==> config.mk <==
export PLATFORM = sky130hd
export DESIGN_NAME = sar_adc_host_interface
export DESIGN_NICKNAME = d
export VERILOG_FILES = /design/src/logic/sar_adc_pkg.sv /design/src/logic/conv_tick.sv /design/src/logic/sar_adc_host_interface.sv
export SDC_FILE = /design/constraint.sdc
export NUM_CORES = 1
export LEC_CHECK = 0
export BUFFER_PORTS_ARGS = -buffer_cell sky130_fd_sc_hd__buf_2
export CAP_MARGIN = 20
export CORE_ASPECT_RATIO = 1.75
export CORE_UTILIZATION = 49
export DETAILED_ROUTE_END_ITERATION = 6
export PLACE_DENSITY_LB_ADDON = 0.1
export SLEW_MARGIN = 25
export SYNTH_ARGS = -nofsm -noshare
export SYNTH_HDL_FRONTEND = slang
export SYNTH_SLANG_ARGS = --single-unit
==> constraint.sdc <==
create_clock -name core_clk -period 2.7 [get_ports core_clk]
set_input_delay 0.27 -clock core_clk [delete_from_list [all_inputs] [get_ports core_clk]]
set_output_delay 0.27 -clock core_clk [all_outputs]
set_load 0.005 [all_outputs]
==> src/logic/sar_adc_pkg.sv <==
package sar_adc_pkg;
  localparam int RESULT_BITS = 10;
  localparam int BUS_BITS = 8;
  localparam int CLK_MHZ = 100;
  localparam int CONV_CYCLES = 80;
  localparam int CYCLES_PER_BIT = CONV_CYCLES / RESULT_BITS;
  localparam int CONV_DIV = 50;
  localparam int DONE_PULSE_NS = 400;
  localparam int DONE_PULSE_CYCLES = (DONE_PULSE_NS * CLK_MHZ) / 1000;
  localparam logic [RESULT_BITS-1:0] RESULT_RESET = 10'h000;
  localparam int FIRST_HI = 9;
  localparam int FIRST_LO = 2;
  localparam int SECOND_PAD = 6;
endpackage : sar_adc_pkg
==> src/logic/conv_tick.sv <==
`timescale 1ns/1ps
module conv_tick #(
  parameter int DIV = 50
) (
  input  wire logic core_clk,
  input  wire logic arst_n,
  input  wire logic clear,
  output logic      tick
);
  logic [$clog2(DIV+1)-1:0] count;
  logic [$clog2(DIV+1)-1:0] next_count;
  logic                     next_tick;

  always_comb begin
    next_tick = 1'b0;
    next_count = count + 1'b1;
    if (clear) begin
      next_count = '0;
    end else if (count == ($clog2(DIV+1))'(DIV - 1)) begin
      next_count = '0;
      next_tick = 1'b1;
    end
  end

  always_ff @(posedge core_clk or negedge arst_n) begin
    if (!arst_n) begin
      count <= '0;
      tick  <= 1'b0;
    end else begin
      count <= next_count;
      tick  <= next_tick;
    end
  end
endmodule : conv_tick

==> src/logic/sar_adc_host_interface.sv <==
`timescale 1ns/1ps
// Summary of operation
// - Search starts at MSB, one bit per step
// - Ten comparisons in 80 clocks, then latch
// - Negative input at or above positive gives zero
// - Byte one bits 9..2, byte two 1..0 then zeros
// - Chip select and start low set start latch
// - Start clears sequencer, done flag, loads one
// - Drive bus during read, release after read
// - Hold reset while both low, start after release
// - Done output low at least 400 ns on transfer; a start from idle clears it at once
// - Select plus read clears done, enables latch
module sar_adc_host_interface #(
  parameter int CONV_DIV = sar_adc_pkg::CONV_DIV
) (
  input  wire logic        core_clk,
  input  wire logic        arst_n,
  input  wire logic        chip_select_n,
  input  wire logic        start_n,
  input  wire logic        read_n,
  input  wire logic        compare_high,
  input  wire logic        negative_ge_positive,
  output logic [9:0]       trial_code,
  output logic [7:0]       data_out,
  output logic [7:0]       data_oe,
  output logic             conversion_done_n
);
  localparam int RB = sar_adc_pkg::RESULT_BITS;
  localparam int BB = sar_adc_pkg::BUS_BITS;
  localparam int CPB = sar_adc_pkg::CYCLES_PER_BIT;
  localparam int DPC = sar_adc_pkg::DONE_PULSE_CYCLES;

  // Code 2'b11 is never used and falls back to idle
  typedef enum logic [1:0] {
    IDLE  = 2'b00,
    HOLD  = 2'b01,
    RUN   = 2'b10
  } conv_state_e;

  conv_state_e   state;
  conv_state_e   next_state;
  logic [RB-1:0] approximation_register;
  logic [RB-1:0] next_approximation_register;
  logic [RB-1:0] sequencer;
  logic [RB-1:0] next_sequencer;
  logic [RB-1:0] out_latch;
  logic [RB-1:0] next_out_latch;
  logic [2:0]    sub_count;
  logic [2:0]    next_sub_count;
  logic [5:0]    pulse_count;
  logic [5:0]    next_pulse_count;
  logic          done_flag;
  logic          next_done_flag;
  logic          second_byte;
  logic          next_second_byte;
  logic          read_active;
  logic          next_read_active;
  logic [BB-1:0] next_data_out;
  logic [BB-1:0] next_data_oe;
  logic [RB-1:0] next_trial_code;
  logic          tick;
  logic          start_req;
  logic          read_req;
  logic          step_end;
  logic          last_step;
  logic          read_release;
  logic          next_conversion_done_n;

  assign start_req = !chip_select_n && !start_n;
  assign read_req  = !chip_select_n && !read_n;
  // Compare result is taken on the last tick of a bit period
  assign step_end = tick && (sub_count == 3'(CPB - 1));
  assign last_step = step_end && sequencer[0];
  // Pointer moves on release so a held read keeps its byte
  assign read_release = read_active && !read_req;

  // Divider idles outside a search so every search starts aligned
  conv_tick #(
    .DIV (CONV_DIV)
  ) u_tick (
    .core_clk (core_clk),
    .arst_n   (arst_n),
    .clear    (state != RUN),
    .tick     (tick)
  );

  // Search sequencing, result transfer and end flag
  always_comb begin
    next_state = state;
    next_approximation_register = approximation_register;
    next_sequencer = sequencer;
    next_out_latch = out_latch;
    next_sub_count = sub_count;
    next_pulse_count = (pulse_count != 6'h00) ? pulse_count - 6'h01 : 6'h00;
    next_done_flag = done_flag;
    unique case (state)
      IDLE: begin
        if (start_req) begin
          next_state = HOLD;
        end
      end
      HOLD: begin
        next_sequencer = '0;
        next_approximation_register = '0;
        next_done_flag = 1'b0;
        next_sub_count = '0;
        // Wide strobes keep the search parked here
        if (!start_req) begin
          next_state = RUN;
          next_sequencer = {1'b1, {(RB-1){1'b0}}};
          next_approximation_register = {1'b1, {(RB-1){1'b0}}};
        end
      end
      RUN: begin
        if (start_req) begin
          // A new start throws the running search away
          next_state = HOLD;
        end else if (step_end) begin
          next_sub_count = '0;
          if (!compare_high) begin
            next_approximation_register = approximation_register & ~sequencer;
          end
          next_approximation_register = next_approximation_register
                                        | (sequencer >> 1);
          next_sequencer = sequencer >> 1;
          if (last_step) begin
            next_state = IDLE;
            next_out_latch = negative_ge_positive ? '0 :
                             (next_approximation_register & ~(sequencer >> 1));
            next_done_flag = 1'b1;
            next_pulse_count = 6'(DPC);
          end
        end else if (tick) begin
          next_sub_count = sub_count + 3'h1;
        end
      end
      default: next_state = IDLE;
    endcase
    // A start from idle drops an unread result
    if (state != HOLD && state != RUN && start_req) begin
      next_done_flag = 1'b0;
    end
    // Read clear waits out the minimum pulse, set wins
    if (read_req && next_pulse_count == 6'h00) begin
      next_done_flag = 1'b0;
    end
  end

  // Byte pointer and bus drive
  always_comb begin
    next_read_active = read_req;
    next_second_byte = second_byte;
    if (read_release) begin
      next_second_byte = !second_byte;
    end
    if (state == HOLD) begin
      next_second_byte = 1'b0;
    end
    if (read_req) begin
      next_data_oe = {BB{1'b1}};
    end else begin
      next_data_oe = {BB{1'b0}};
    end
    if (next_second_byte) begin
      next_data_out = {out_latch[1:0], {sar_adc_pkg::SECOND_PAD{1'b0}}};
    end else begin
      next_data_out = out_latch[sar_adc_pkg::FIRST_HI:sar_adc_pkg::FIRST_LO];
    end
  end

  // Outputs leave flops one edge after their next values
  always_comb begin
    next_trial_code = next_approximation_register;
    next_conversion_done_n = !next_done_flag;
  end

  always_ff @(posedge core_clk or negedge arst_n) begin
    if (!arst_n) begin
      state <= IDLE;
      approximation_register <= sar_adc_pkg::RESULT_RESET;
      sequencer <= '0;
      out_latch <= sar_adc_pkg::RESULT_RESET;
      sub_count <= '0;
      pulse_count <= '0;
      done_flag <= 1'b0;
    end else begin
      state <= next_state;
      approximation_register <= next_approximation_register;
      sequencer <= next_sequencer;
      out_latch <= next_out_latch;
      sub_count <= next_sub_count;
      pulse_count <= next_pulse_count;
      done_flag <= next_done_flag;
    end
  end

  always_ff @(posedge core_clk or negedge arst_n) begin
    if (!arst_n) begin
      second_byte <= 1'b0;
      read_active <= 1'b0;
      data_out <= '0;
      data_oe <= '0;
    end else begin
      second_byte <= next_second_byte;
      read_active <= next_read_active;
      data_out <= next_data_out;
      data_oe <= next_data_oe;
    end
  end

  always_ff @(posedge core_clk or negedge arst_n) begin
    if (!arst_n) begin
      trial_code <= '0;
      conversion_done_n <= 1'b1;
    end else begin
      trial_code <= next_trial_code;
      conversion_done_n <= next_conversion_done_n;
    end
  end
endmodule : sar_adc_host_interface

==> results of run 1 <==
-- sequential cells by signal (all words and copies together), names as in the netlist --
| signal | count |
|---|---|
| sequencer | 10 |
| sub_count | 3 |
| data_out | 8 |
| out_latch | 10 |
| data_oe | 1 |
| second_byte | 1 |
| pulse_count | 6 |
| conversion_done_n | 1 |
| u_tick.tick | 1 |
| u_tick.count | 6 |
| state | 2 |
| trial_code | 10 |
| done_flag | 1 |
-- cells by family after synthesis --
logic type / after synthesis / share of synthesized area, %
buffers and inverters: 39 / 7.571
adder cells (fa/ha/maj): 11 / 4.814
flip-flops: 60 / 52.56
XOR/XNOR: 8 / 2.451
multiplexers: 4 / 1.575
AO/OA/AOI/OAI: 68 / 17.72
AND/OR/NAND/NOR: 87 / 13.30
-- per-stage QoR --
step | setup slack [ns] | hold slack [ns] | cells
floorplan | 0.9710 | -0.02559 | 277
global placement | 0.5766 | 0.2154 | 370
detailed placement | 0.4732 | 0.2205 | 370
CTS | 0.4630 | 0.1190 | 387
global route | 0.2426 | 0.1372 | 387
finish | 0.5051 | 0.1400 | 387
-- final timing paths --
path	startpoint	to	slack (ns)	depth (start not counted)
min in group asynchronous	arst_n	state[1]	0.40	2
worst max-delay path	state[0]	out_latch[3]	0.51	5
worst min register to register	out_latch[9]	out_latch[9]	0.48	2
worst min-delay path	read_n	data_oe[6]	0.14	2
worst max register to register	state[0]	out_latch[3]	0.51	5
max in group asynchronous	arst_n	conversion_done_n	1.62	3
-- power by group --
part	switching, uW	internal (uW)
sequential	62.1	963
clock	350	420
combinational	341	162
total	753	1550
-- metal layers --
| layer | track usage, % | routed length (microns) |
|---|---|---|
| met5 | 0 | 0 |
| met4 | 9.123 | 97 |
| met3 | 4.517 | 164 |
| met2 | 28.80 | 2461 |
| met1 | 25.23 | 2377 |
-- worst max-delay path, cell delays in order, from the launching register on --
cell and delay [ns]:
dfrtp_1 0.42, inv_1 0.10, ha_1 0.40, nand3_1 0.17
or2_1 0.54, o41ai_1 0.43
-- area by class of cell --
cell class | instances | area [sq um]
Fill cell | 527 | 2384
Sequential cell | 60 | 1503
Multi-Input combinational cell | 178 | 1140
Timing Repair Buffer | 37 | 197.7
Clock buffer | 9 | 123.9
Tap cell | 76 | 95.09
Inverter | 20 | 75.07
Clock inverter | 7 | 67.56
-- repair_timing --
item	4_1_cts	5_1_grt
gates resized for setup	0	0
hold endpoints to repair	16	0
hold buffers	1	0
-- cells in the final DEF, fill, tap and decap left out, types with 2 or more instances in the layout --
master,synthesis,final
xnor2_1,3,3
nor2b_1,7,7
o21ai_0,23,23
nor2_1,23,23
o41ai_2,5,5
o22ai_1,3,3
a21oi_1,6,6
inv_1,20,20
buf_4,8,3
clkinvlp_4,0,3
or2_1,2,2
dfrtp_1,59,59
o31ai_1,9,9
and3_1,2,2
buf_2,2,33
a21o_1,9,9
nand4_1,2,2
nand2_1,40,40
clkbuf_8,0,9
o41ai_1,4,4
a22oi_1,2,2
xor2_1,5,5
mux2_2,4,4
nand3_1,6,6
clkinv_2,0,3
ha_1,11,11
-- Yosys cell counts, drive strengths merged --
master | count | area share [%]
a41oi | 2 | 1.3
nand3b | 1 | 0.26
a41o | 1 | 0.35
nor3b | 1 | 0.26
a22oi | 2 | 0.53
dfstp | 1 | 0.92
nor2 | 24 | 3.2
o21ai | 25 | 4.5
dfrtp | 59 | 52
a21o | 9 | 2.4
o41ai | 9 | 4.1
nor2b | 7 | 1.5
nor3 | 1 | 0.17
o31ai | 9 | 2.4
nand3 | 6 | 1.1
inv | 20 | 2.6
clkbuf | 3 | 0.39
a211oi | 1 | 0.26
nand2 | 40 | 5.3
mux2 | 4 | 1.6
nand4 | 2 | 0.44
a21oi | 6 | 1.1
and3 | 2 | 0.44
buf | 16 | 4.6
o22ai | 3 | 0.66
a32oi | 1 | 0.31
nand2b | 1 | 0.22
or2 | 2 | 0.44
ha | 11 | 4.8
xnor2 | 3 | 0.92
xor2 | 5 | 1.5
==> metrics.txt, run 1 <==
status=finished clean; vias in the first global route=roughly 1.9k; Final Routed Wirelength=just over 5000 microns; total track usage=approximately a fifth; Routed wire per std cell=approximately 13 microns; unrepaired setup endpoints after global routing=no; Clk Latency, worst-skew pair=between 0.3 and 0.4 ns; clock sinks=60; via count=around 2.0k; Final nets=~320; Initial Util=about half; Peak supply drop=0.3584 mV; Synth Net Count=around 300; Clock Path Buffers=2; DRT antenna net count=0; die width=59.74 microns; Critical Path End Type=register; Hold Fails Final Rpt=0; Mean Syn Cell Area=roughly 10 sq um; final standard cell area without fillers=approximately 0.0032 sq mm; CP Class=register to register; Slew Limit Fails=0; mapped cell area=around 0.0029 sq mm; LEAKAGE=approximately 0.0015 uW; Vias/cell=between 5 and 6; drt drc=0; clock skew=0.008330 ns; die area=a little over 0.006 sq mm; Critical Path RT=about 2.9 ns; global-route wire length before repair=8562 microns; Max Cap Violations=0; Ports=34; CTS Root Cell=clkbuf_8; GP Congestion=0.7755; largest net degree at the start of global routing=37; worst-path fanout max=24; Final HPWL DP=3652 microns; setup_tns=0 ns; CTS Buf Count=9; antenna diode count=0; Area Growth Syn to Fin=11.99%; # Post-CTS Setup Buffers=0; Clk pin slew, worst setup/hold paths=0.07 ns; first drt pass iteration count=4; Worst Max-Slew Pin Slew=about 0.83 ns; Seq/Total Area, Yosys=52.56%; Final Cycle Share=between 80% and 90%; final setup vio count=0; worst hold path class=input pin to register; Util after Layout=between 50% and 60%; global route overflow=0; synthesized flop and latch total=60; DP Area=about 0.0030 sq mm; FMAX=roughly 460 MHz; FP Rows=36; Worst EP arrival=around 2.4 ns; Pwr Total=~2300 uW; Mapped Cells=277; total power per unit cell area=between 700 and 800 mW/mm^2; Distinct cells, synth=39; Tmin final=about 2.2 ns; drt initial violations=73; CP Launch Type=register; Core Area=0.005585 sq mm; antenna violations before repair=0; Ys Warns=0; H-tree levels=3; CTS tree=yes; worst relative slew slack=44.51%; layout cell share with drive strength beyond 1=a little over a fifth; chip height=103.0 microns; IO buf count=33
Note: power is estimated with default switching activity, not from simulation.
==> run 2: changes to the inputs <==
==> constraint.sdc (replaced) <==
create_clock -name core_clk -period 2.3 [get_ports core_clk]
set_input_delay 0.23 -clock core_clk [delete_from_list [all_inputs] [get_ports core_clk]]
set_output_delay 0.23 -clock core_clk [all_outputs]
set_load 0.005 [all_outputs]
==> run 2 against run 1 <==
Routed wire length is 0.16% higher. Power increased by 15%. Cell count is 0.52% higher. Critical path depth increased by 1. Utilization is 0.47 points higher. Combinational power is 22% higher. First-iteration DRC count decreased by 6.8%. Flip-flop and latch count did not move. Critical endpoint is now out_latch[1]. Largest power group unchanged.
==> metrics.txt, run 2 (same netlist as run 1, synthesis figures left out) <==
status=finished clean; FP Rows=36 (unchanged); Final Routed Wirelength=5109 microns (+0.16%); Reg2Reg Setup Slack=0.40 ns (-0.11 ns); combinational power share=23.2% (+1.3 points); Final HPWL DP=3647 microns (-0.13%); IO buf count=33 (unchanged); worst-path fanout max=22 (-8.3%); CTS Buf Count=9 (unchanged); vias in the first global route=1924 (+4.0%); layout cell share with drive strength beyond 1=21.41% (+0.51 points); Hold WS=0.09383 ns (-0.04613 ns); H-tree levels=3 (unchanged); most frequent cells in the layout=59 x dfrtp_1, 40 x nand2_1, 33 x buf_2; DRT antenna net count=0 (unchanged); via count=1983 (+0.56%); FMAX=525.6 MHz (+15%); total track usage=18.86% (-0.11 points); CTS Root Cell=clkbuf_8; largest net degree at the start of global routing=37 (unchanged); chip height=103.0 microns (unchanged); CP Launch Type=register; Clk pin slew, worst setup/hold paths=0.07 ns (about the same); Max Cap Violations=0 (unchanged); Area Growth Syn to Fin=12.91%; unrepaired setup endpoints after global routing=no; Clock Path Buffers=2 (unchanged); Ports=34 (unchanged); Worst Max-Slew Pin Slew=0.6435 ns (-0.1888 ns); drt initial violations=68 (-6.8%); Tmin final=1.903 ns (-0.2923 ns); Initial Util=51.19% (unchanged); Hold Fails Final Rpt=0 (unchanged); most common cell after layout, fill and taps aside=dfrtp_1; final setup vio count=0 (unchanged); register area=0.001503 sq mm (unchanged); die width=59.74 microns (unchanged); Final nets=326 (+0.62%); CTS tree=yes; Power Internal=1752 uW (+13%); Met2 Routed Length=2506 microns (+1.8%); Slew Limit Fails=0 (unchanged); die area=0.006156 sq mm (unchanged); Net Sw Power=879.8 uW (+17%); Flop pwr share=45.7% (+1.1 points); Critical Path End Type=register; met3 WL=198 microns (+21%); Critical Path RT=2.52 ns (-0.39 ns); Worst EP arrival=2.12 ns (-0.28 ns); total power per unit cell area=815.4 mW/mm^2 (+14%); clock skew=0.01027 ns (+0.001937 ns); Core Area=0.005585 sq mm (unchanged); Max Used Layer=met4; Final Cycle Share=82.72% (+1.4 points); CP Class=register to register; clock sinks=60 (unchanged); first drt pass iteration count=4 (unchanged); worst relative slew slack=57.10% (+13 points); PostCTS Resize Cnt=0 (unchanged); setup_tns=0 ns (unchanged); Sw Share=33.43% (+0.65 points); wire length on met1=2363 microns (-0.59%); Top Registers=out_latch (10), sequencer (10), trial_code (10); Clk Latency, worst-skew pair=0.33 ns (about the same); drt drc=0 (unchanged); Multi-input gate area=0.001140 sq mm (unchanged); Filler Cell Count=541 (+2.7%); antenna violations before repair=0 (unchanged); antenna diode count=0 (unchanged); global-route wire length before repair=8590 microns (+0.33%); GP Congestion=0.7435 (-4.1%); worst hold path class=input pin to register; LEAKAGE=0.001535 uW (+0.61%); Routed wire per std cell=13.13 microns (-0.36%); Peak supply drop=0.4099 mV (+14%); Vias/cell=5.098 (about the same); Clk pwr share=31.0% (-2.5 points); global route overflow=0 (unchanged)
## run 2: repair_timing
action,4_1_cts,5_1_grt
hold endpoints to repair,26,0
buffers inserted,0,0
hold buffers,1,0
## run 2: critical path, cell delays in order, from the launching register on
cell and delay, ns:
dfrtp_1 0.39, ha_1 0.18, ha_1 0.30, nand3_1 0.15, or2_1 0.29, buf_12 0.18, o41ai_1 0.29
## run 2: power by group through the flow
stage,Combinational [uW],Clock [uW],Sequential (uW)
2_1_floorplan,484,0,1210
6_report,612,816,1200
3_5_place_dp,624,0,1220
4_1_cts,625,850,1200
3_3_place_gp,608,0,1220
5_1_grt,698,890,1210
## run 2: stage by stage
step / total power [uW] / cell area (sq um) / util, % / setup WS, ns / std cells
2_1_floorplan: 1693 / 2859 / - / 0.5710 / 277
3_3_place_gp: 1831 / 3040 / 54.44 / 0.4983 / 372
3_5_place_dp: 1847 / 3040 / 54.44 / 0.3836 / 372
6_report: 2632 / 3228 / 57.80 / 0.3974 / 389
4_1_cts: 2679 / 3228 / 57.80 / 0.3648 / 389
5_1_grt: 2803 / 3228 / 57.80 / 0.2191 / 389
## run 2: final timing paths
check                           depth (start not counted)                 to          from
worst min register to register                          2       out_latch[7]  out_latch[7]
worst min-delay path                                    2         data_oe[6]        read_n
worst max-delay path                                    6       out_latch[1]  sub_count[0]
worst max register to register                          6       out_latch[1]  sub_count[0]
max in group asynchronous                               3  conversion_done_n        arst_n
min in group asynchronous                               2           state[1]        arst_n
## run 2: per-layer routing
layer / vias up / GRT usage [%]
met4: 0 / 8.587
met2: 42 / 31.11
met1: 936 / 22.93
met3: 2 / 4.517
li1: 1003 / -
met5: - / 0
## run 2: cell type report
class	instances	area share, %
tap	76	2.946
timing repair buffer	39	7.364
clock buffer	10	4.264
sequential	60	46.55
clock inverter	6	1.240
inverter	20	2.326
multi-input combinational	178	35.31
